--- src/pkg/serial_format_defs.svh ---
// constants for the serial output format control block
`ifndef SERIAL_FORMAT_DEFS_SVH
`define SERIAL_FORMAT_DEFS_SVH

`define IFMT_ADDR 7'h14
`define IFMT_RESET 8'h00
`define CMD_READ_BIT 7
`define CRC_POLY 8'h07
`define CRC_INIT 8'h00
`define CMD_END 6'h08
`define DATA_END 6'h10
`define CHK_END 6'h18
`define RESULT_W 6'h18
`define SHORT_W 6'h10
`define BYTE_W 6'h08
`define COUNT_MAX 6'h3F
`define TX_MSB 31
`define BIT_IN_BYTE_MSB 3'h7

`endif

--- src/pkg/serial_format_pkg.sv ---
// types shared by the serial output format control block
package serial_format_pkg;

    typedef struct packed {
        logic output_drive_boost;
        logic crc_en;
        logic xor_sel;
        logic status_en;
        logic result_length_select;
        logic rdy_en;
        logic rsvd;
        logic continuous_read_enable;
    } ifmt_s;

    typedef struct packed {
        logic [23:0] result;
        logic [7:0] status;
    } conv_s;

endpackage

--- src/verilog/serial_output_format_control.sv ---
// interface format register and serial result framing on the data-out pin
`timescale 1ns/1ps
`default_nettype none
`include "serial_format_defs.svh"

// Functional notes
// - bit 7 selects boosted data-out drive
// - strap mode forces boosted drive on
// - bit 6 adds check byte to transfers
// - bit 5 uses xor, reads only
// - bit 5 clear uses crc-8 check
// - bit 4 appends status in continuous read
// - strap mode always appends status bits
// - bit 3 picks 24 or 16 bits
// - bit 2 shows ready on data-out in continuous read
// - bit 0 enables continuous read mode
// - reset clears register, bit 1 reserved
module serial_output_format_control
    import serial_format_pkg::*;
(
    input wire logic mclk,
    input wire logic rstn,
    input wire logic sclk,
    input wire logic cs_n,
    input wire logic sdi,
    input wire logic pin_control_mode,
    input wire conv_s conv,
    input wire logic conv_valid,
    output logic sdo,
    output logic sdo_oe,
    output logic output_drive_boost,
    output ifmt_s interface_format,
    output logic check_fail
);

    logic [1:0] sclk_sync;
    logic [1:0] cs_sync;
    logic [1:0] sdi_sync;
    logic [1:0] pin_sync;
    logic sclk_q;
    logic sclk_rise;
    logic sclk_fall;
    logic selected;
    logic pin_mode;
    logic sdi_bit;

    logic [5:0] count;
    logic loaded;
    logic [7:0] rx_byte;
    logic [7:0] cmd;
    logic [7:0] wdata;
    logic [`TX_MSB:0] tx_shift;
    logic [`TX_MSB:0] next_tx;
    logic [`TX_MSB:0] frame_word;
    logic new_data;
    conv_s conv_hold;
    logic [7:0] xacc;
    logic [7:0] tx_crc;
    logic [7:0] rx_crc;

    logic cont;
    logic crc_on;
    logic status_on;
    logic is_read;
    logic addr_hit;
    logic [5:0] result_bits;
    logic [5:0] data_end;
    logic [5:0] region_end;
    logic in_tx;
    logic [7:0] check_byte;
    logic [7:0] rd_data;
    logic [7:0] rx_last;
    logic wr_plain;
    logic wr_checked;
    logic wr_commit;
    logic wr_bad;
    ifmt_s next_fmt;
    logic rdy_level;

    // pins arrive from the host clock domain, two stages before use
    always_ff @(posedge mclk or negedge rstn)
    begin
        if (!rstn)
        begin
            sclk_sync <= 2'h3;
            cs_sync <= 2'h3;
            sdi_sync <= 2'h0;
            pin_sync <= 2'h0;
            sclk_q <= 1'b1;
        end
        else
        begin
            sclk_sync <= {sclk_sync[0], sclk};
            cs_sync <= {cs_sync[0], cs_n};
            sdi_sync <= {sdi_sync[0], sdi};
            pin_sync <= {pin_sync[0], pin_control_mode};
            sclk_q <= sclk_sync[1];
        end
    end

    // sclk idles high: data moves on falling edges, is sampled on rising
    assign sclk_rise = sclk_sync[1] & ~sclk_q;
    assign sclk_fall = ~sclk_sync[1] & sclk_q;
    assign selected = ~cs_sync[1];
    assign pin_mode = pin_sync[1];
    assign sdi_bit = sdi_sync[1];

    assign cont = interface_format.continuous_read_enable;
    assign crc_on = interface_format.crc_en;
    assign status_on = pin_mode | interface_format.status_en;
    assign result_bits = interface_format.result_length_select ? `SHORT_W : `RESULT_W;
    assign data_end = status_on ? result_bits + `BYTE_W : result_bits;
    assign is_read = cmd[`CMD_READ_BIT];
    assign addr_hit = cmd[6:0] == `IFMT_ADDR;
    assign region_end = cont ? data_end : `DATA_END;
    assign rx_last = {rx_byte[6:0], sdi_bit};

    always_comb
    begin
        if (cont)
        begin
            in_tx = count < data_end;
        end
        else
        begin
            in_tx = is_read && count >= `CMD_END && count < `DATA_END;
        end
    end

    // the xor checksum only ever covers data the device sends
    assign check_byte = interface_format.xor_sel ? xacc : tx_crc;

    always_comb
    begin
        rd_data = 8'h00;
        if (addr_hit)
        begin
            rd_data = interface_format;
        end
    end

    // short results drop the low byte; status follows the kept bits
    always_comb
    begin
        frame_word = '0;
        if (interface_format.result_length_select)
        begin
            frame_word[`TX_MSB -: 16] = conv_hold.result[23:8];
            frame_word[`TX_MSB - 16 -: 8] = conv_hold.status;
        end
        else
        begin
            frame_word = {conv_hold.result, conv_hold.status};
        end
    end

    always_comb
    begin
        next_tx = tx_shift;
        if (!selected)
        begin
            next_tx = '0;
        end
        else if (sclk_fall)
        begin
            next_tx = {tx_shift[`TX_MSB - 1:0], 1'b0};
            if (!loaded && cont)
            begin
                next_tx = frame_word;
            end
            else if (!cont && is_read && count == `CMD_END)
            begin
                next_tx[`TX_MSB -: 8] = rd_data;
            end
            else if (crc_on && count == region_end && (cont || is_read))
            begin
                next_tx[`TX_MSB -: 8] = check_byte;
            end
        end
    end

    always_ff @(posedge mclk or negedge rstn)
    begin
        if (!rstn)
        begin
            tx_shift <= '0;
        end
        else
        begin
            tx_shift <= next_tx;
        end
    end

    // ready shows low on data-out before the first clock of a frame
    assign rdy_level = cont & interface_format.rdy_en & ~new_data;

    always_ff @(posedge mclk or negedge rstn)
    begin
        if (!rstn)
        begin
            sdo <= 1'b0;
        end
        else if (!selected)
        begin
            sdo <= 1'b0;
        end
        else if (!loaded && !sclk_fall)
        begin
            sdo <= rdy_level;
        end
        else
        begin
            sdo <= next_tx[`TX_MSB];
        end
    end

    always_ff @(posedge mclk or negedge rstn)
    begin
        if (!rstn)
        begin
            sdo_oe <= 1'b0;
        end
        else
        begin
            sdo_oe <= selected;
        end
    end

    always_ff @(posedge mclk or negedge rstn)
    begin
        if (!rstn)
        begin
            loaded <= 1'b0;
        end
        else if (!selected)
        begin
            loaded <= 1'b0;
        end
        else if (sclk_fall)
        begin
            loaded <= 1'b1;
        end
    end

    always_ff @(posedge mclk or negedge rstn)
    begin
        if (!rstn)
        begin
            count <= '0;
        end
        else if (!selected)
        begin
            count <= '0;
        end
        else if (sclk_rise && count != `COUNT_MAX)
        begin
            count <= count + 6'h01;
        end
    end

    always_ff @(posedge mclk or negedge rstn)
    begin
        if (!rstn)
        begin
            rx_byte <= 8'h00;
            cmd <= 8'h00;
            wdata <= 8'h00;
        end
        else if (!selected)
        begin
            rx_byte <= 8'h00;
            cmd <= 8'h00;
        end
        else if (sclk_rise)
        begin
            rx_byte <= rx_last;
            if (count == `CMD_END - 6'h01)
            begin
                cmd <= rx_last;
            end
            if (count == `DATA_END - 6'h01)
            begin
                wdata <= rx_last;
            end
        end
    end

    // the result is held when conv_valid pulses; new data clears at the first falling edge; set beats clear
    always_ff @(posedge mclk or negedge rstn)
    begin
        if (!rstn)
        begin
            new_data <= 1'b0;
            conv_hold <= '0;
        end
        else if (conv_valid)
        begin
            new_data <= 1'b1;
            conv_hold <= conv;
        end
        else if (selected && sclk_fall && !loaded && cont)
        begin
            new_data <= 1'b0;
        end
    end

    always_ff @(posedge mclk or negedge rstn)
    begin
        if (!rstn)
        begin
            xacc <= 8'h00;
        end
        else if (!selected)
        begin
            xacc <= 8'h00;
        end
        else if (sclk_rise && in_tx)
        begin
            xacc[`BIT_IN_BYTE_MSB - count[2:0]] <= xacc[`BIT_IN_BYTE_MSB - count[2:0]] ^ sdo;
        end
    end

    crc8_unit tx_check
    (
        .mclk(mclk),
        .rstn(rstn),
        .clear(~selected),
        .shift(sclk_rise & in_tx),
        .din(sdo),
        .crc(tx_crc)
    );

    // writes with bit 6 set are checked with crc-8, whatever the xor select says
    crc8_unit rx_check
    (
        .mclk(mclk),
        .rstn(rstn),
        .clear(~selected),
        .shift(sclk_rise & crc_on & (count < `DATA_END)),
        .din(sdi_bit),
        .crc(rx_crc)
    );

    assign wr_plain = !crc_on && sclk_rise && count == `DATA_END - 6'h01;
    assign wr_checked = crc_on && sclk_rise && count == `CHK_END - 6'h01;
    assign wr_commit = selected && !is_read && addr_hit
        && (wr_plain || (wr_checked && rx_last == rx_crc));
    assign wr_bad = selected && !is_read && wr_checked && rx_last != rx_crc;

    always_comb
    begin
        next_fmt = wr_plain ? ifmt_s'(rx_last) : ifmt_s'(wdata);
        next_fmt.rsvd = 1'b0;
        if (interface_format.continuous_read_enable && !next_fmt.continuous_read_enable)
        begin
            next_fmt.output_drive_boost = 1'b0;
        end
    end

    always_ff @(posedge mclk or negedge rstn)
    begin
        if (!rstn)
        begin
            interface_format <= ifmt_s'(`IFMT_RESET);
        end
        else if (wr_commit)
        begin
            interface_format <= next_fmt;
        end
    end

    always_ff @(posedge mclk or negedge rstn)
    begin
        if (!rstn)
        begin
            check_fail <= 1'b0;
        end
        else
        begin
            check_fail <= wr_bad;
        end
    end

    // straps have no register path, so boost defaults on there
    always_ff @(posedge mclk or negedge rstn)
    begin
        if (!rstn)
        begin
            output_drive_boost <= 1'b0;
        end
        else
        begin
            output_drive_boost <= pin_mode | interface_format.output_drive_boost;
        end
    end

endmodule
`default_nettype wire

--- src/verilog/crc8_unit.sv ---
// bit-serial crc-8 engine, msb first
`timescale 1ns/1ps
`default_nettype none
`include "serial_format_defs.svh"

module crc8_unit
(
    input wire logic mclk,
    input wire logic rstn,
    input wire logic clear,
    input wire logic shift,
    input wire logic din,
    output logic [7:0] crc
);

    logic [7:0] next_crc;

    always_comb
    begin
        next_crc = {crc[6:0], 1'b0};
        if (crc[7] ^ din)
        begin
            next_crc = next_crc ^ `CRC_POLY;
        end
    end

    always_ff @(posedge mclk or negedge rstn)
    begin
        if (!rstn)
        begin
            crc <= `CRC_INIT;
        end
        else if (clear)
        begin
            crc <= `CRC_INIT;
        end
        else if (shift)
        begin
            crc <= next_crc;
        end
    end

endmodule
`default_nettype wire

--- config.mk ---
export PLATFORM = sky130hd
export DESIGN_NAME = serial_output_format_control
export DESIGN_NICKNAME = d
export VERILOG_FILES = /design/src/pkg/serial_format_pkg.sv /design/src/verilog/serial_output_format_control.sv /design/src/verilog/crc8_unit.sv
export VERILOG_INCLUDE_DIRS = /design/src /design/src/pkg
export SDC_FILE = /design/constraint.sdc
export NUM_CORES = 1
export LEC_CHECK = 0
export ABC_AREA = 1
export BUFFER_PORTS_ARGS = -buffer_cell sky130_fd_sc_hd__buf_2
export CAP_MARGIN = 20
export CORE_ASPECT_RATIO = 0.9
export CORE_MARGIN = 2
export CORE_UTILIZATION = 56
export CTS_BUF_LIST = sky130_fd_sc_hd__clkbuf_4 sky130_fd_sc_hd__clkbuf_8
export DETAILED_ROUTE_END_ITERATION = 12
export PLACE_DENSITY = 0.78
export SYNTH_ARGS = -nofsm -noshare
export SYNTH_HDL_FRONTEND = slang
export SYNTH_SLANG_ARGS = --single-unit
--- constraint.sdc ---
create_clock -name mclk -period 1.7 [get_ports mclk]
set_input_delay 0.255 -clock mclk [delete_from_list [all_inputs] [get_ports mclk]]
set_output_delay 0.255 -clock mclk [all_outputs]
set_load 0.01 [all_outputs]
After elaboration in Yosys (flattened, before gate mapping). Cells that the tools add are included.

Mux-type cells: 42. Bitwise operators: 18. Order comparisons: 5. Reduce and logical (&&, ||, !) cells: 43. Equality and inequality tests: 9. $add $sub $neg: 3.

Operators with widths (count): 8-bit two-way mux (17); 32-bit two-way mux (2); 1-bit logical AND (25); 24-bit two-way mux (1); 6-bit two-way mux (4); 2-bit nonzero test (8); 7-bit two-way mux (2); 6-bit by 4-bit equality test with 1-bit output (second input constant) (2); 1-bit two-way mux (10); 8-bit bitwise mux (1); 8-bit equality test (1); 8-bit != test (1); 1-bit bitwise AND (7); 7-bit by 5-bit equality test with 1-bit output (second input constant) (1); 5-bit by 4-bit adder with 6-bit output (second input constant) (1); 6-bit by 1-bit adder with 6-bit output (second input constant) (1); 6-bit by 3-bit equality test with 1-bit output (second input constant) (1); 6-bit by 5-bit equality test with 1-bit output (second input constant) (1); 6-bit equality test (1); 6-bit by 4-bit >= comparator with 1-bit output (second input constant) (1); 1-bit zero test (6); 6-bit by 5-bit < comparator with 1-bit output (second input constant) (1); 6-bit < comparator (1); 3-bit two-way mux (2); 14 further kinds (22).

Flip-flop bits (word level): 139. Logic and storage cells: 149. Input port bits: 39. Output and inout bits: 12.

Depth between registers and ports, before layout. Gate-level depths: netlist of the first run.

Depth after elaboration: 14. Depth in mapped cells: 14. Gate-level depth less buffers: 14.

By module. From an unflattened synthesis of the first run, not the netlist that was laid out.

Cells, all modules: 841. Area, all modules: 6725.2 µm².

By module, submodules not included: serial_output_format_control (times used 1, sequential area each 3059.2 µm², area an instance 5997.0 µm², cells an instance 757); crc8_unit (times used 2, sequential area each 200.2 µm², area an instance 364.1 µm², cells an instance 42).

Worst setup path after synthesis of the first run. Ideal clock, no wire load.

Path type: register to register. Start: reg interface_format[3] (netlist name). End: reg tx_check.crc[5]. Path slack: -255 ps. Required time: 1585 ps. Stages on the path, launching flop included: 13. Library setup time: 115 ps. Path buffers: 0. Arrival: 1840 ps. Cells stage by stage: dfrtp_1 > inv_1 > ha_1 > inv_1 > ha_1 > a21oi_1 > nand2_1 > nand2_1 > nand3_2 > nand2_2 > nor2_1 > nor2_1 > inv_1.

Cells in the longest elaborated chain, start to end: 7.

Ends and longest elaborated chain: start: declaration (line serial_output_format_control.sv:32) `output ifmt_s interface_format,`; start signal: assignment (line serial_output_format_control.sv:364) `` interface_format <= ifmt_s'(`IFMT_RESET); ``; start signal: assignment (line serial_output_format_control.sv:368) `interface_format <= next_fmt;`; 4-bit two-way mux (no source line) (*); 5-bit by 4-bit adder with 6-bit output (no source line); 6-bit two-way mux (*) (line serial_output_format_control.sv:112) `` assign data_end = status_on ? result_bits + `BYTE_W : result_bits; ``; 6-bit < comparator (*) (line serial_output_format_control.sv:122) `in_tx = count < data_end;`; 1-bit two-way mux (*) (line serial_output_format_control.sv:120) `if (cont)`; 1-bit bitwise AND (*) (line serial_output_format_control.sv:328) `.shift(sclk_rise & in_tx),`; 2-bit nonzero test (no source line) (*); end signal: assignment (line crc8_unit.sv:31) `` crc <= `CRC_INIT; ``; end signal: assignment (line crc8_unit.sv:35) `` crc <= `CRC_INIT; ``; end signal: assignment (line crc8_unit.sv:39) `crc <= next_crc;`; end: declaration (line crc8_unit.sv:13) `output logic [7:0] crc`.

Mark *: on every way between the ends. The rest lies on a longest branch, timed or not. A chain may end at the register's enable or synchronous reset.

Worst setup path in the final report of the first run.
Start: reg interface_format[4] (netlist name). End: reg tx_check.crc[5].

Cells in the longest elaborated chain, start to end: 6.

Ends and longest elaborated chain: 1-bit OR (line serial_output_format_control.sv:110) `assign status_on = pin_mode | interface_format.status_en;`; 6-bit two-way mux (line serial_output_format_control.sv:112); 6-bit < comparator (line serial_output_format_control.sv:122); 1-bit two-way mux (line serial_output_format_control.sv:120); 1-bit bitwise AND (line serial_output_format_control.sv:328); 2-bit nonzero test (no source line).

Every way passes these cells.

==> results of run 1 <==
[area by class of cell]
class / count / area (µm²)
multi-input cells: 551 / 2940
flip-flops and latches: 138 / 3470
clock inverters: 7 / 113
fillers: 812 / 3170
repair inverters: 1 / 5.00
inverters: 102 / 393
well taps: 156 / 195
repair buffers: 128 / 977
clock buffers: 25 / 319
[layer usage]
| metal | track usage | vias to the layer above |
|---|---|---|
| li1 | - | 2878 |
| met1 | 0.352 | 2928 |
| met2 | 0.458 | 219 |
| met3 | 0.0667 | 44 |
| met4 | 0.129 | 0 |
| met5 | 0 | - |
[stage by stage]
stage | area (µm²) | hold WS, ns | setup slack [ns]
final | 8410 | 0.0234 | -0.0748
after global routing | 8410 | 0.0181 | -0.182
after CTS | 8200 | 0.00362 | -0.0631
after detailed placement | 7360 | 0.173 | -0.132
after global placement | 7360 | 0.171 | -0.0438
after floorplan | 6750 | -0.0406 | 0.000293
[worst register-to-register path: stages (launching register included)]
cell	delay, ns
sky130_fd_sc_hd__dfrtp_1	0.39
sky130_fd_sc_hd__inv_2	0.07
sky130_fd_sc_hd__nand2_2	0.06
sky130_fd_sc_hd__ha_4	0.18
sky130_fd_sc_hd__inv_2	0.06
sky130_fd_sc_hd__ha_4	0.20
sky130_fd_sc_hd__a21oi_2	0.11
sky130_fd_sc_hd__nand2_1	0.07
sky130_fd_sc_hd__nand2_2	0.09
sky130_fd_sc_hd__nand3_4	0.12
sky130_fd_sc_hd__nand2_4	0.13
sky130_fd_sc_hd__nor2_2	0.03
sky130_fd_sc_hd__nor2_1	0.10
sky130_fd_sc_hd__inv_1	0.05
[worst max-delay path by stage]
stage,end,slack [ns],depth (start not counted)
2_1_floorplan,tx_check.crc[5],0.0003,12
3_3_place_gp,xacc[0],-0.04,11
3_5_place_dp,xacc[1],-0.13,11
4_1_cts,tx_check.crc[5],-0.06,13
5_1_grt,tx_check.crc[5],-0.18,13
6_report,tx_check.crc[5],-0.07,13
[cells in the final DEF, fill, tap and decap left out, types with 7 or more instances in the layout]
cell	netlist	final
sky130_fd_sc_hd__nand3_2	1	19
sky130_fd_sc_hd__a21oi_1	21	19
sky130_fd_sc_hd__o21ai_1	5	7
sky130_fd_sc_hd__nand2_2	5	20
sky130_fd_sc_hd__inv_2	10	15
sky130_fd_sc_hd__nand3_1	58	40
sky130_fd_sc_hd__o211ai_1	18	18
sky130_fd_sc_hd__nand2_4	5	7
sky130_fd_sc_hd__clkbuf_8	0	21
sky130_fd_sc_hd__nor2_1	47	44
sky130_fd_sc_hd__nand2_1	246	230
sky130_fd_sc_hd__inv_1	90	83
sky130_fd_sc_hd__buf_2	13	48
sky130_fd_sc_hd__buf_4	4	43
sky130_fd_sc_hd__dfrtp_1	133	128
sky130_fd_sc_hd__dlygate4sd3_1	0	30
sky130_fd_sc_hd__o21ai_0	86	82
[Yosys cell counts, types with 6 or more instances]
master / instances
sky130_fd_sc_hd__dfrtp_1: 133
sky130_fd_sc_hd__nor3_1: 7
sky130_fd_sc_hd__a21oi_1: 21
sky130_fd_sc_hd__clkbuf_1: 10
sky130_fd_sc_hd__inv_2: 10
sky130_fd_sc_hd__o21ai_0: 86
sky130_fd_sc_hd__buf_2: 13
sky130_fd_sc_hd__o31ai_1: 6
sky130_fd_sc_hd__nor2_1: 47
sky130_fd_sc_hd__inv_1: 90
sky130_fd_sc_hd__nand3_1: 58
sky130_fd_sc_hd__nand2_1: 246
sky130_fd_sc_hd__o211ai_1: 18
[power groups by stage]
stage | clock network, µW | logic, µW | registers (µW)
after floorplan | 0 | 258 | 3490
after global placement | 0 | 465 | 3490
after detailed placement | 0 | 485 | 3500
after CTS | 2920 | 552 | 3440
after global routing | 3060 | 644 | 3450
final | 2880 | 577 | 3440
[flip-flops by register name, indices dropped and copies added (netlist names), 2 cells and up]
signal,flops
conv_hold,32
pin_sync,2
tx_check.crc,8
rx_byte,7
sclk_sync,2
cmd,8
rx_check.crc,8
sdi_sync,2
interface_format,5
tx_shift,32
cs_sync,2
count,6
wdata,7
xacc,8
[kinds of logic (layout without fill, tap and decap cells)]
logic type / after synthesis / in the layout / synth area share
AO/OA/AOI/OAI: 149 / 149 / 0.129
other: 1 / 1 / 0.000560
buffers and inverters: 133 / 263 / 0.0822
flip-flops: 138 / 138 / 0.516
adder cells (fa/ha/maj): 5 / 5 / 0.00934
AND/OR/NAND/NOR: 385 / 387 / 0.251
XOR/XNOR: 9 / 9 / 0.0118
[timing repair]
item / 4_1_cts / 5_1_grt
buffers inserted: 2 / 11
pin swaps: 13 / 30
setup endpoints to repair: 20 / 55
hold endpoints to repair: 69 / 0
cloned: 3 / 0
hold buffers: 30 / 0
resized for setup: 18 / 43
==> impl_summary.txt, run 1 <==
----------------------------------------------------
[Clock tree]
  Clock tree root driver cell ... sky130_fd_sc_hd__clkbuf_8
  TritonCTS clock tree ... done
  Max clock buf depth ... 2
  Total number of clock tree sinks ... 138
  Worst skew pair latency ... 0.46 ns
  Number of H-tree levels ... 4
  Clock buffers created by TritonCTS ... 17
  Clock-pin slew reported for the worst setup and hold paths after clock tree synthesis ... 0.07 ns

[Drt]
  Overall via count from detail_route ... 6,069
  DRT antenna net count ... 0
  Number of remaining DRC errors ... 0
  Routed met1 length ... 7290 µm
  Detailed-route wire length per cell ... 15.4 µm
  Met2 wirelength from detailed routing ... 8440 µm
  Drt initial violations ... 399
  Count of TritonRoute iterations in the first routing pass ... 6
  WL final ... 17,000 µm
  Highest layer used for signal routing ... met4
  Via density per instance ... 5.48
  Met3 routed wirelength ... 872 µm

[Timing]
  Final critical-path setup slack ... -0.0748 ns
  Minimum period implied by the final worst setup slack ... 1.77 ns
  Normalized max-slew margin ... 0.544
  Final worst path period share ... 1.04
  Max-slew violations ... 0
  Fin. Hold Viols ... 0
  Aggregate negative setup slack ... -1.02 ns
  Final-report setup violation count ... 22
  Maximum frequency from static timing analysis ... 563 MHz
  Final clock skew ... 0.0103 ns
  Worst slew pin tran ... 0.683 ns
  Unrepaired setup endpoints after global routing ... yes

[GRT]
  First-pass GRT wire length ... 28,100 µm
  Via count of the first global-routing pass ... 6,040
  Remaining global-route overflow ... 0
  Overall track demand over capacity in global routing ... 0.279
  Pin count of the biggest net entering global routing ... 52
  Initial antenna violation count ... 0

[Floorplan]
  DIE AREA ... 12,900 µm²
  FP Rows ... 37
  Die W ... 119 µm
  Placeable core region ... 11,600 µm²
  I/O pin count ... 51
  Starting Density ... 0.579
  Die boundary height ... 108 µm

[Yosys]
  Most instantiated flip-flop cell in the synthesis netlist ... sky130_fd_sc_hd__dfrtp_1
  Post-Syn Nets ... 864
  Gate Count Post-Synth ... 820
  Number of synthesized register bits ... 138
  Library cell occupying the most area in the post-synthesis netlist ... sky130_fd_sc_hd__dfrtp_1
  Post-synthesis instance area ... 6700 µm²
  Proportion of register bits with asynchronous set or reset after synthesis ... 1.00
  Cell types with the largest area share after synthesis ... sky130_fd_sc_hd__dfrtp_1 50%, sky130_fd_sc_hd__nand2_1 14%, sky130_fd_sc_hd__o21ai_0 6.4%
  Average cell area after synthesis ... 8.17 µm²
  Distinct cell type count of the synthesized netlist ... 46
  Number of enable flip-flop cells after synthesis ... 0
  Yosys warning total ... 0
  Portion of the post-synthesis area used by sequential elements ... 0.516
  Synth top area share ... 0.497

[Power and ir drop]
  Total power divided by cell area ... 821 nW/µm²
  Leakage Power ... 0.00410 µW
  Part of the power in combinational logic ... 0.084
  Post-layout total power ... 6900 µW
  Net load switching power ... 1630 µW
  IR drop worst, VDD ... 599 µV
  Fraction of power consumed by sequential logic ... 0.498
  Proportion of power drawn by the clock network ... 0.418
  Internal power ... 5270 µW
  Net Sw Frac ... 0.236

[Worst setup path]
  Worst endpoint required time ... 2.06 ns
  Reg2Reg Depth ... 13
  Startpoint type of the worst setup path ... register
  R2r setup slk ... -0.07 ns
  Buffers & Inverters on Critical Path ... 3
  CP endpoint kind ... register
  Master of the slowest instance on the critical path ... sky130_fd_sc_hd__dfrtp_1
  Critical Path, Cell by Cell ... inv_2, nand2_2, ha_4, inv_2, ha_4, a21oi_2, nand2_1, nand2_2, nand3_4, nand2_4, nor2_2, nor2_1, inv_1
  Endpoint arrival time on the critical path ... 2.14 ns
  Startpoint of the worst register-to-register path ... interface_format[4]
  CP max FO ... 5
  Kind of cell adding the most delay to the critical path ... simple AND/OR/NAND/NOR gates
  Delay contributed by the slowest stage of the critical path ... 0.39 ns
  WS Path Type ... register to register
  End of the worst register-to-register path ... tx_check.crc[5]
  Crit path from ... interface_format[4]

[Run status]
  Run status ... finished, violations left
  Violated checks ... setup timing

[Min path]
  Worst min-delay path startpoint ... conv[23]
  Number of stages on the worst hold path ... 3
  Endpoint, Worst Hold ... conv_hold[23]
  Path category of the worst min-delay check ... primary input to register

[Layout]
  Final #Nets ... 983
  Diode count ... 0
  Share of cells above drive strength 1 ... 0.245
  Growth of design area from synthesis to finish ... 25.4%
  Post-layout instance count excluding filler cells ... 1,108
  Final core area utilization ... 0.726

[Place]
  IO Port Bufs ... 49
  Global placer's final weighted congestion ... 0.864
  DP Wirelength ... 11,200 µm
  Post-Place Cells ... 1,030

[Run]
  Reported max-cap violation count ... 0

----------------------------------------------------
Note: power is estimated with default switching activity, not from simulation.
==> run 2, diff against run 1 <==
--- a/config.mk
+++ b/config.mk
@@ -15,6 +15,7 @@
 export CTS_BUF_LIST = sky130_fd_sc_hd__clkbuf_4 sky130_fd_sc_hd__clkbuf_8
 export DETAILED_ROUTE_END_ITERATION = 12
 export PLACE_DENSITY = 0.78
+export SETUP_SLACK_MARGIN = 0.4
 export SYNTH_ARGS = -nofsm -noshare
 export SYNTH_HDL_FRONTEND = slang
 export SYNTH_SLANG_ARGS = --single-unit
==> constraint.sdc (replaced) <==
create_clock -name mclk -period 1.7 [get_ports mclk]
set_input_delay 0.255 -clock mclk [delete_from_list [all_inputs] [get_ports mclk]]
set_output_delay 0.255 -clock mclk [all_outputs]
set_load 0.05 [all_outputs]
==> run 2 against run 1 <==
Effect of this change: the flow still finishes with violations (setup timing); critical path depth shrank 2; first-iteration DRC count grew to 3.1 times the previous value; utilization grew 11 points; cell count grew 3.4%; routed wire length grew 47%; worst setup slack lost 0.21 ns; register-to-register slack lost 0.21 ns; die area is the same; critical path type unchanged; largest cell class is now multi-input combinational cells.
==> impl_summary.txt, run 2 (synthesis gave the netlist of run 1 again) <==
----------------------------------------------------
[Run status]
  Run status ... finished, violations left
  Violated checks ... setup timing

[Clock tree]
  Total number of clock tree sinks ... 138 (unchanged)
  Max clock buf depth ... 2 (unchanged)
  Clock-pin slew reported for the worst setup and hold paths after clock tree synthesis ... 0.09 ns (+0.02 ns)
  TritonCTS clock tree ... done
  Clock tree root driver cell ... sky130_fd_sc_hd__clkbuf_8
  Number of H-tree levels ... 4 (unchanged)
  Worst skew pair latency ... 0.49 ns (+0.03 ns)
  Clock buffers created by TritonCTS ... 17 (unchanged)

[Layout]
  Share of cells above drive strength 1 ... 0.385 (+0.140)
  Commonest non-fill, non-tap cell in the layout ... sky130_fd_sc_hd__nand2_1
  Most frequent cells in the layout ... 170 x sky130_fd_sc_hd__nand2_1, 124 x sky130_fd_sc_hd__dfrtp_1, 80 x sky130_fd_sc_hd__inv_1
  Registers with the most flip-flops ... conv_hold: 32 flops, tx_shift: 32 flops
  Growth of design area from synthesis to finish ... 44.3%
  Final core area utilization ... 0.835 (+0.109)
  Final #Nets ... 1,022 (+4.0%)
  Diode count ... 0 (unchanged)

[Drt]
  Drt initial violations ... 1,247 (+210%)
  WL final ... 25,000 µm (+47%)
  DRT antenna net count ... 0 (unchanged)
  Via density per instance ... 6.24 (+14%)
  Number of remaining DRC errors ... 0 (unchanged)
  Overall via count from detail_route ... 7,147 (+18%)
  Detailed-route wire length per cell ... 21.8 µm (+42%)
  Count of TritonRoute iterations in the first routing pass ... 6 (unchanged)

[Power and ir drop]
  Total power divided by cell area ... 735 nW/µm² (-10%)
  Leakage Power ... 0.00469 µW (+14%)
  Post-layout total power ... 7110 µW (+3.0%)
  IR drop worst, VDD ... 613 µV (+2.3%)

[Timing]
  Minimum period implied by the final worst setup slack ... 1.99 ns (+0.214 ns)
  Max-slew violations ... 0 (unchanged)
  Final worst path period share ... 1.17 (+0.126)
  Maximum frequency from static timing analysis ... 503 MHz (-11%)
  Aggregate negative setup slack ... -5.87 ns (-4.85 ns)
  Final critical-path setup slack ... -0.289 ns (-0.214 ns)
  Final clock skew ... 0.0287 ns (+0.0184 ns)
  Fin. Hold Viols ... 0 (unchanged)
  Unrepaired setup endpoints after global routing ... yes
  Final-report setup violation count ... 34 (+55%)

[GRT]
  Remaining global-route overflow ... 0 (unchanged)
  Pin count of the biggest net entering global routing ... 48 (-7.7%)
  Initial antenna violation count ... 0 (unchanged)
  First-pass GRT wire length ... 31,800 µm (+13%)
  Via count of the first global-routing pass ... 6,503 (+7.7%)
  Overall track demand over capacity in global routing ... 0.320 (+0.0411)

[Worst setup path]
  CP max FO ... 6 (+1)
  Startpoint type of the worst setup path ... register
  R2r setup slk ... -0.29 ns (-0.21 ns)
  CP endpoint kind ... register
  Endpoint arrival time on the critical path ... 2.37 ns (+0.23 ns)
  Worst endpoint required time ... 2.08 ns (+0.02 ns)
  WS Path Type ... register to register

[Min path]
  Path category of the worst min-delay check ... primary input to register

[Floorplan]
  Placeable core region ... 11,600 µm² (unchanged)
  Starting Density ... 0.579 (unchanged)
  Die boundary height ... 108 µm (unchanged)
  Die W ... 119 µm (unchanged)
  FP Rows ... 37 (unchanged)
  I/O pin count ... 51 (unchanged)
  DIE AREA ... 12,900 µm² (unchanged)

[Place]
  DP Wirelength ... 11,200 µm (-0.32%)
  Global placer's final weighted congestion ... 0.899 (+4.1%)
  IO Port Bufs ... 49 (unchanged)

[Run]
  Reported max-cap violation count ... 0 (unchanged)

----------------------------------------------------
[run 2: changes by cell type in the layout (fill, tap and decap cells not counted), moves of 20 or more]
cell / delta
sky130_fd_sc_hd__nand2_4: +20
sky130_fd_sc_hd__buf_6: +29
sky130_fd_sc_hd__o21ai_0: -30
sky130_fd_sc_hd__nand2_2: +33
sky130_fd_sc_hd__nand2_1: -60
[run 2: repair_timing]
item,in CTS,in global routing
endpoints found under the hold margin,71,0
pin swaps,43,39
hold buffers,29,0
setup buffers,28,25
endpoints found under the setup margin,102,105
gates cloned,6,3
resized for setup,153,150
[run 2: path summary, 6_finish.rpt]
| path | startpoint | to | depth (start not counted) |
|---|---|---|---|
| max | pin_sync[1] | tx_check.crc[3] | 11 |
| min | conv[7] | conv_hold[7] | 3 |
| max reg2reg | pin_sync[1] | tx_check.crc[3] | 11 |
| min reg2reg | sclk_sync[0] | sclk_sync[1] | 0 |
| max in group asynchronous | rstn | cs_sync[1] | 3 |
| min in group asynchronous | rstn | tx_shift[31] | 2 |
[run 2: power breakdown]
part           switching [µW]  leakage [µW]  internal, µW  total [µW]
logic                     498       0.00266           304         802
registers                71.7       0.00181          3390        3460
clock network            1350      0.000213          1500        2850
total                    1920       0.00469          5190        7110
[run 2: final cells by class]
type                            count  area [µm²]
Multi-Input combinational cell    552        3570
Sequential cell                   138        3470
Fill cell                         543        1910
Timing Repair Buffer              165        1560
Inverter                          102         438
Clock buffer                       24         312
Tap cell                          156         195
Clock inverter                      7        92.6
Timing Repair inverter              2        25.0
[run 2: layer usage]
metal / routed length (µm) / GRT usage / part of all wire / vias to the layer above
met1: 8940 / 0.383 / 0.36 / 3403
li1: - / - / - / 2963
met3: 2460 / 0.0879 / 0.098 / 205
met4: 1880 / 0.134 / 0.075 / 0
met2: 11700 / 0.548 / 0.47 / 576
met5: 0 / 0 / 0 / -
[run 2: through the flow]
stage,std cells,setup WS [ns],hold slack (ns),instance area (µm²)
3_3_place_gp,1024,-0.0227,0.212,7400
6_report,1146,-0.289,0.00797,9670
5_1_grt,1146,-0.315,0.0250,9670
2_1_floorplan,820,-0.0928,-0.0406,6880
3_5_place_dp,1024,-0.107,0.217,7400
4_1_cts,1118,-0.0916,0.000334,8900
[run 2: worst max-delay path: stages, from the launching register on]
cell and delay, ns:
sky130_fd_sc_hd__dfrtp_1 0.41, sky130_fd_sc_hd__inv_1 0.08, sky130_fd_sc_hd__nand2_2 0.08, sky130_fd_sc_hd__ha_4 0.18, sky130_fd_sc_hd__inv_2 0.06, sky130_fd_sc_hd__ha_4 0.20
sky130_fd_sc_hd__a21oi_2 0.16, sky130_fd_sc_hd__nand2_1 0.10, sky130_fd_sc_hd__nand2_2 0.09, sky130_fd_sc_hd__nand3_4 0.13, sky130_fd_sc_hd__buf_4 0.18, sky130_fd_sc_hd__o31ai_2 0.18
==> run 3, diff against run 2 <==
--- a/config.mk
+++ b/config.mk
@@ -14,7 +14,7 @@
 export CORE_UTILIZATION = 56
 export CTS_BUF_LIST = sky130_fd_sc_hd__clkbuf_4 sky130_fd_sc_hd__clkbuf_8
 export DETAILED_ROUTE_END_ITERATION = 12
-export PLACE_DENSITY = 0.78
+export PLACE_DENSITY = 0.82
 export SETUP_SLACK_MARGIN = 0.4
 export SYNTH_ARGS = -nofsm -noshare
 export SYNTH_HDL_FRONTEND = slang
==> run 3 against run 2 <==
Effect of this change: the run ends with hold timing, setup timing left; combinational power increased by 8.1%; worst setup slack got worse by 0.27 ns; die area is the same; register-to-register slack got worse by 0.27 ns; total power up 12%; global-route usage increased by 2.0 points; critical path depth did not move; sequential cell count unchanged; critical endpoint is now tx_check.crc[6]; largest power group is now the clock network.
==> impl_summary.txt, run 3 (synthesis gave the netlist of run 1 again) <==
----------------------------------------------------
[Run status]
  Run status ... finished, violations left
  Violated checks ... hold timing, setup timing

[GRT]
  Via count of the first global-routing pass ... 6,841 (+5.2%)
  Met1 GRT Util ... 0.406 (+0.0230)
  Pin count of the biggest net entering global routing ... 51 (+6.3%)
  Initial antenna violation count ... 0 (unchanged)
  Busiest layer in global routing ... met2
  First-pass GRT wire length ... 33,700 µm (+6.0%)
  Met2 routing resource usage after global routing ... 0.564 (+0.0168)
  Remaining global-route overflow ... 0 (unchanged)
  Overall track demand over capacity in global routing ... 0.340 (+0.0202)
  Fraction of met3 tracks used by global routing ... 0.0869 (-0.00106)

[Power and ir drop]
  Total power divided by cell area ... 804 nW/µm² (+9.4%)
  IR drop worst, VDD ... 594 µV (-3.0%)
  Leakage Power ... 0.00483 µW (+2.9%)

[Worst setup path]
  CP endpoint kind ... register
  Kind of cell adding the most delay to the critical path ... simple AND/OR/NAND/NOR gates
  Buffers & Inverters on Critical Path ... 3 (unchanged)
  Delay contributed by the slowest stage of the critical path ... 0.43 ns (+0.02 ns)
  Endpoint arrival time on the critical path ... 2.61 ns (+0.24 ns)
  Master of the slowest instance on the critical path ... sky130_fd_sc_hd__dfrtp_2
  Critical Path, Cell by Cell ... inv_2, nand2_2, ha_4, inv_2, ha_4, a21oi_2, nand2_1, nand2_2, nand3_4, o21ai_0, inv_1
  CP max FO ... 6 (unchanged)
  WS Path Type ... register to register
  Reg2Reg Depth ... 11 (unchanged)
  Crit. path cell count ... 11 (unchanged)
  Startpoint type of the worst setup path ... register
  Worst endpoint required time ... 2.05 ns (-0.03 ns)

[Timing]
  Minimum period implied by the final worst setup slack ... 2.26 ns (+0.272 ns)
  Final critical-path setup slack ... -0.561 ns (-0.272 ns)
  Fin. Hold Viols ... 4 (+4)
  Final Hold Slack ... -0.0107 ns (-0.0187 ns)
  Normalized max-slew margin ... 0.557
  Worst slew pin tran ... 0.657 ns
  Final worst path period share ... 1.33 (+0.160)
  Final clock skew ... 0.0218 ns (-0.00694 ns)
  Max-slew violations ... 0 (unchanged)
  Maximum frequency from static timing analysis ... 442 MHz (-12%)
  Unrepaired setup endpoints after global routing ... yes
  Final-report setup violation count ... 41 (+21%)

[Clock tree]
  Worst skew pair latency ... 0.50 ns (about the same)
  Max clock buf depth ... 2 (unchanged)
  TritonCTS clock tree ... done
  Total number of clock tree sinks ... 138 (unchanged)
  Clock tree root driver cell ... sky130_fd_sc_hd__clkbuf_8
  Clock-pin slew reported for the worst setup and hold paths after clock tree synthesis ... 0.09 ns (about the same)
  Number of H-tree levels ... 4 (unchanged)
  Clock buffers created by TritonCTS ... 17 (unchanged)

[Drt]
  Via density per instance ... 6.60 (+5.9%)
  DRT antenna net count ... 0 (unchanged)
  Number of remaining DRC errors ... 0 (unchanged)
  WL final ... 28,800 µm (+15%)
  Detailed-route wire length per cell ... 24.8 µm (+14%)
  Overall via count from detail_route ... 7,666 (+7.3%)
  Count of TritonRoute iterations in the first routing pass ... 9 (+3)
  Drt initial violations ... 1,570 (+26%)

[Layout]
  Registers with the most flip-flops ... conv_hold: 32 flops, tx_shift: 32 flops
  Final Instance Area ... 9910 µm² (+2.5%)
  Growth of design area from synthesis to finish ... 47.9%
  Final #Nets ... 1,036 (+1.4%)
  Share of cells above drive strength 1 ... 0.392 (+0.00719)
  Most frequent cells in the layout ... 190 x sky130_fd_sc_hd__nand2_1, 122 x sky130_fd_sc_hd__dfrtp_1, 76 x sky130_fd_sc_hd__inv_1
  Diode count ... 0 (unchanged)
  Commonest non-fill, non-tap cell in the layout ... sky130_fd_sc_hd__nand2_1

[Floorplan]
  Placeable core region ... 11,600 µm² (unchanged)
  Die W ... 119 µm (unchanged)
  Die boundary height ... 108 µm (unchanged)
  DIE AREA ... 12,900 µm² (unchanged)
  Starting Density ... 0.579 (unchanged)
  FP Rows ... 37 (unchanged)
  I/O pin count ... 51 (unchanged)

[Run]
  Reported max-cap violation count ... 0 (unchanged)

[Min path]
  Path category of the worst min-delay check ... primary input to register
  Number of stages on the worst hold path ... 3 (unchanged)

[Place]
  DP Wirelength ... 10,800 µm (-4.0%)
  Post-Place Worst Slack ... -0.0453 ns (+0.0612 ns)
  IO Port Bufs ... 49 (unchanged)
  Global placer's final weighted congestion ... 0.916 (+1.9%)
  Placement Cell Area ... 7440 µm² (+0.47%)

----------------------------------------------------
run 3: worst paths after layout:
kind                                     start               to  slack (ns)
hold reg to reg                    sdi_sync[0]      sdi_sync[1]        0.36
min in group asynchronous                 rstn  tx_check.crc[6]        0.27
setup reg to reg           interface_format[4]  tx_check.crc[6]       -0.56
setup / recovery           interface_format[4]  tx_check.crc[6]       -0.56
max in group asynchronous                 rstn     conv_hold[4]        0.77
hold / removal                        conv[29]    conv_hold[29]       -0.01
run 3: where the power goes:
part | switching, µW | internal, µW
clock network | 1450 | 2200
registers | 73.2 | 3380
logic | 534 | 332
run 3: what timing repair did:
action	4_1_cts	5_1_grt
gates cloned	7	0
buffers inserted	40	31
hold buffers	24	0
hold endpoints to repair	65	0
resized for setup	126	177
pin swaps	20	30
endpoints found under the setup margin	102	104
run 3: worst reg2reg max path, stage by stage (launching register included):
cell and delay (ns):
sky130_fd_sc_hd__dfrtp_2 0.43, sky130_fd_sc_hd__inv_2 0.08, sky130_fd_sc_hd__nand2_2 0.08, sky130_fd_sc_hd__ha_4 0.19, sky130_fd_sc_hd__inv_2 0.08, sky130_fd_sc_hd__ha_4 0.21
sky130_fd_sc_hd__a21oi_2 0.13, sky130_fd_sc_hd__nand2_1 0.09, sky130_fd_sc_hd__nand2_2 0.17, sky130_fd_sc_hd__nand3_4 0.18, sky130_fd_sc_hd__o21ai_0 0.34, sky130_fd_sc_hd__inv_1 0.15
run 3: layout make-up:
cell class                 count  area (µm²)
clock buffer                  22         290
clock inverter                10         235
fill                         476        1660
timing repair inverter         2        20.0
inverter                     102         438
sequential                   138        3480
multi-input combinational    551        3540
tap                          156         195
timing repair buffer         180        1720
run 3: per-stage QoR:
| step | power [µW] | instances | setup TNS (ns) | hold WS, ns | util |
|---|---|---|---|---|---|
| floorplan | 3780 | 820 | -0.800 | -0.0406 | - |
| global placement | 4000 | 1027 | -0.160 | 0.222 | 0.643 |
| detailed placement | 4010 | 1027 | -0.310 | 0.227 | 0.643 |
| CTS | 7620 | 1130 | -0.234 | 0.00372 | 0.778 |
| global route | 8130 | 1161 | -11.85 | -0.00209 | 0.857 |
| finish | 7970 | 1161 | -9.35 | -0.0107 | 0.857 |
run 3: metal layers:
metal / share of wire / wire (µm) / up-vias
met3: 0.12 / 3450 / 332
met4: 0.10 / 2940 / 0
met1: 0.33 / 9500 / 3540
li1: - / - / 2993
met5: 0 / 0 / -
met2: 0.45 / 12900 / 801
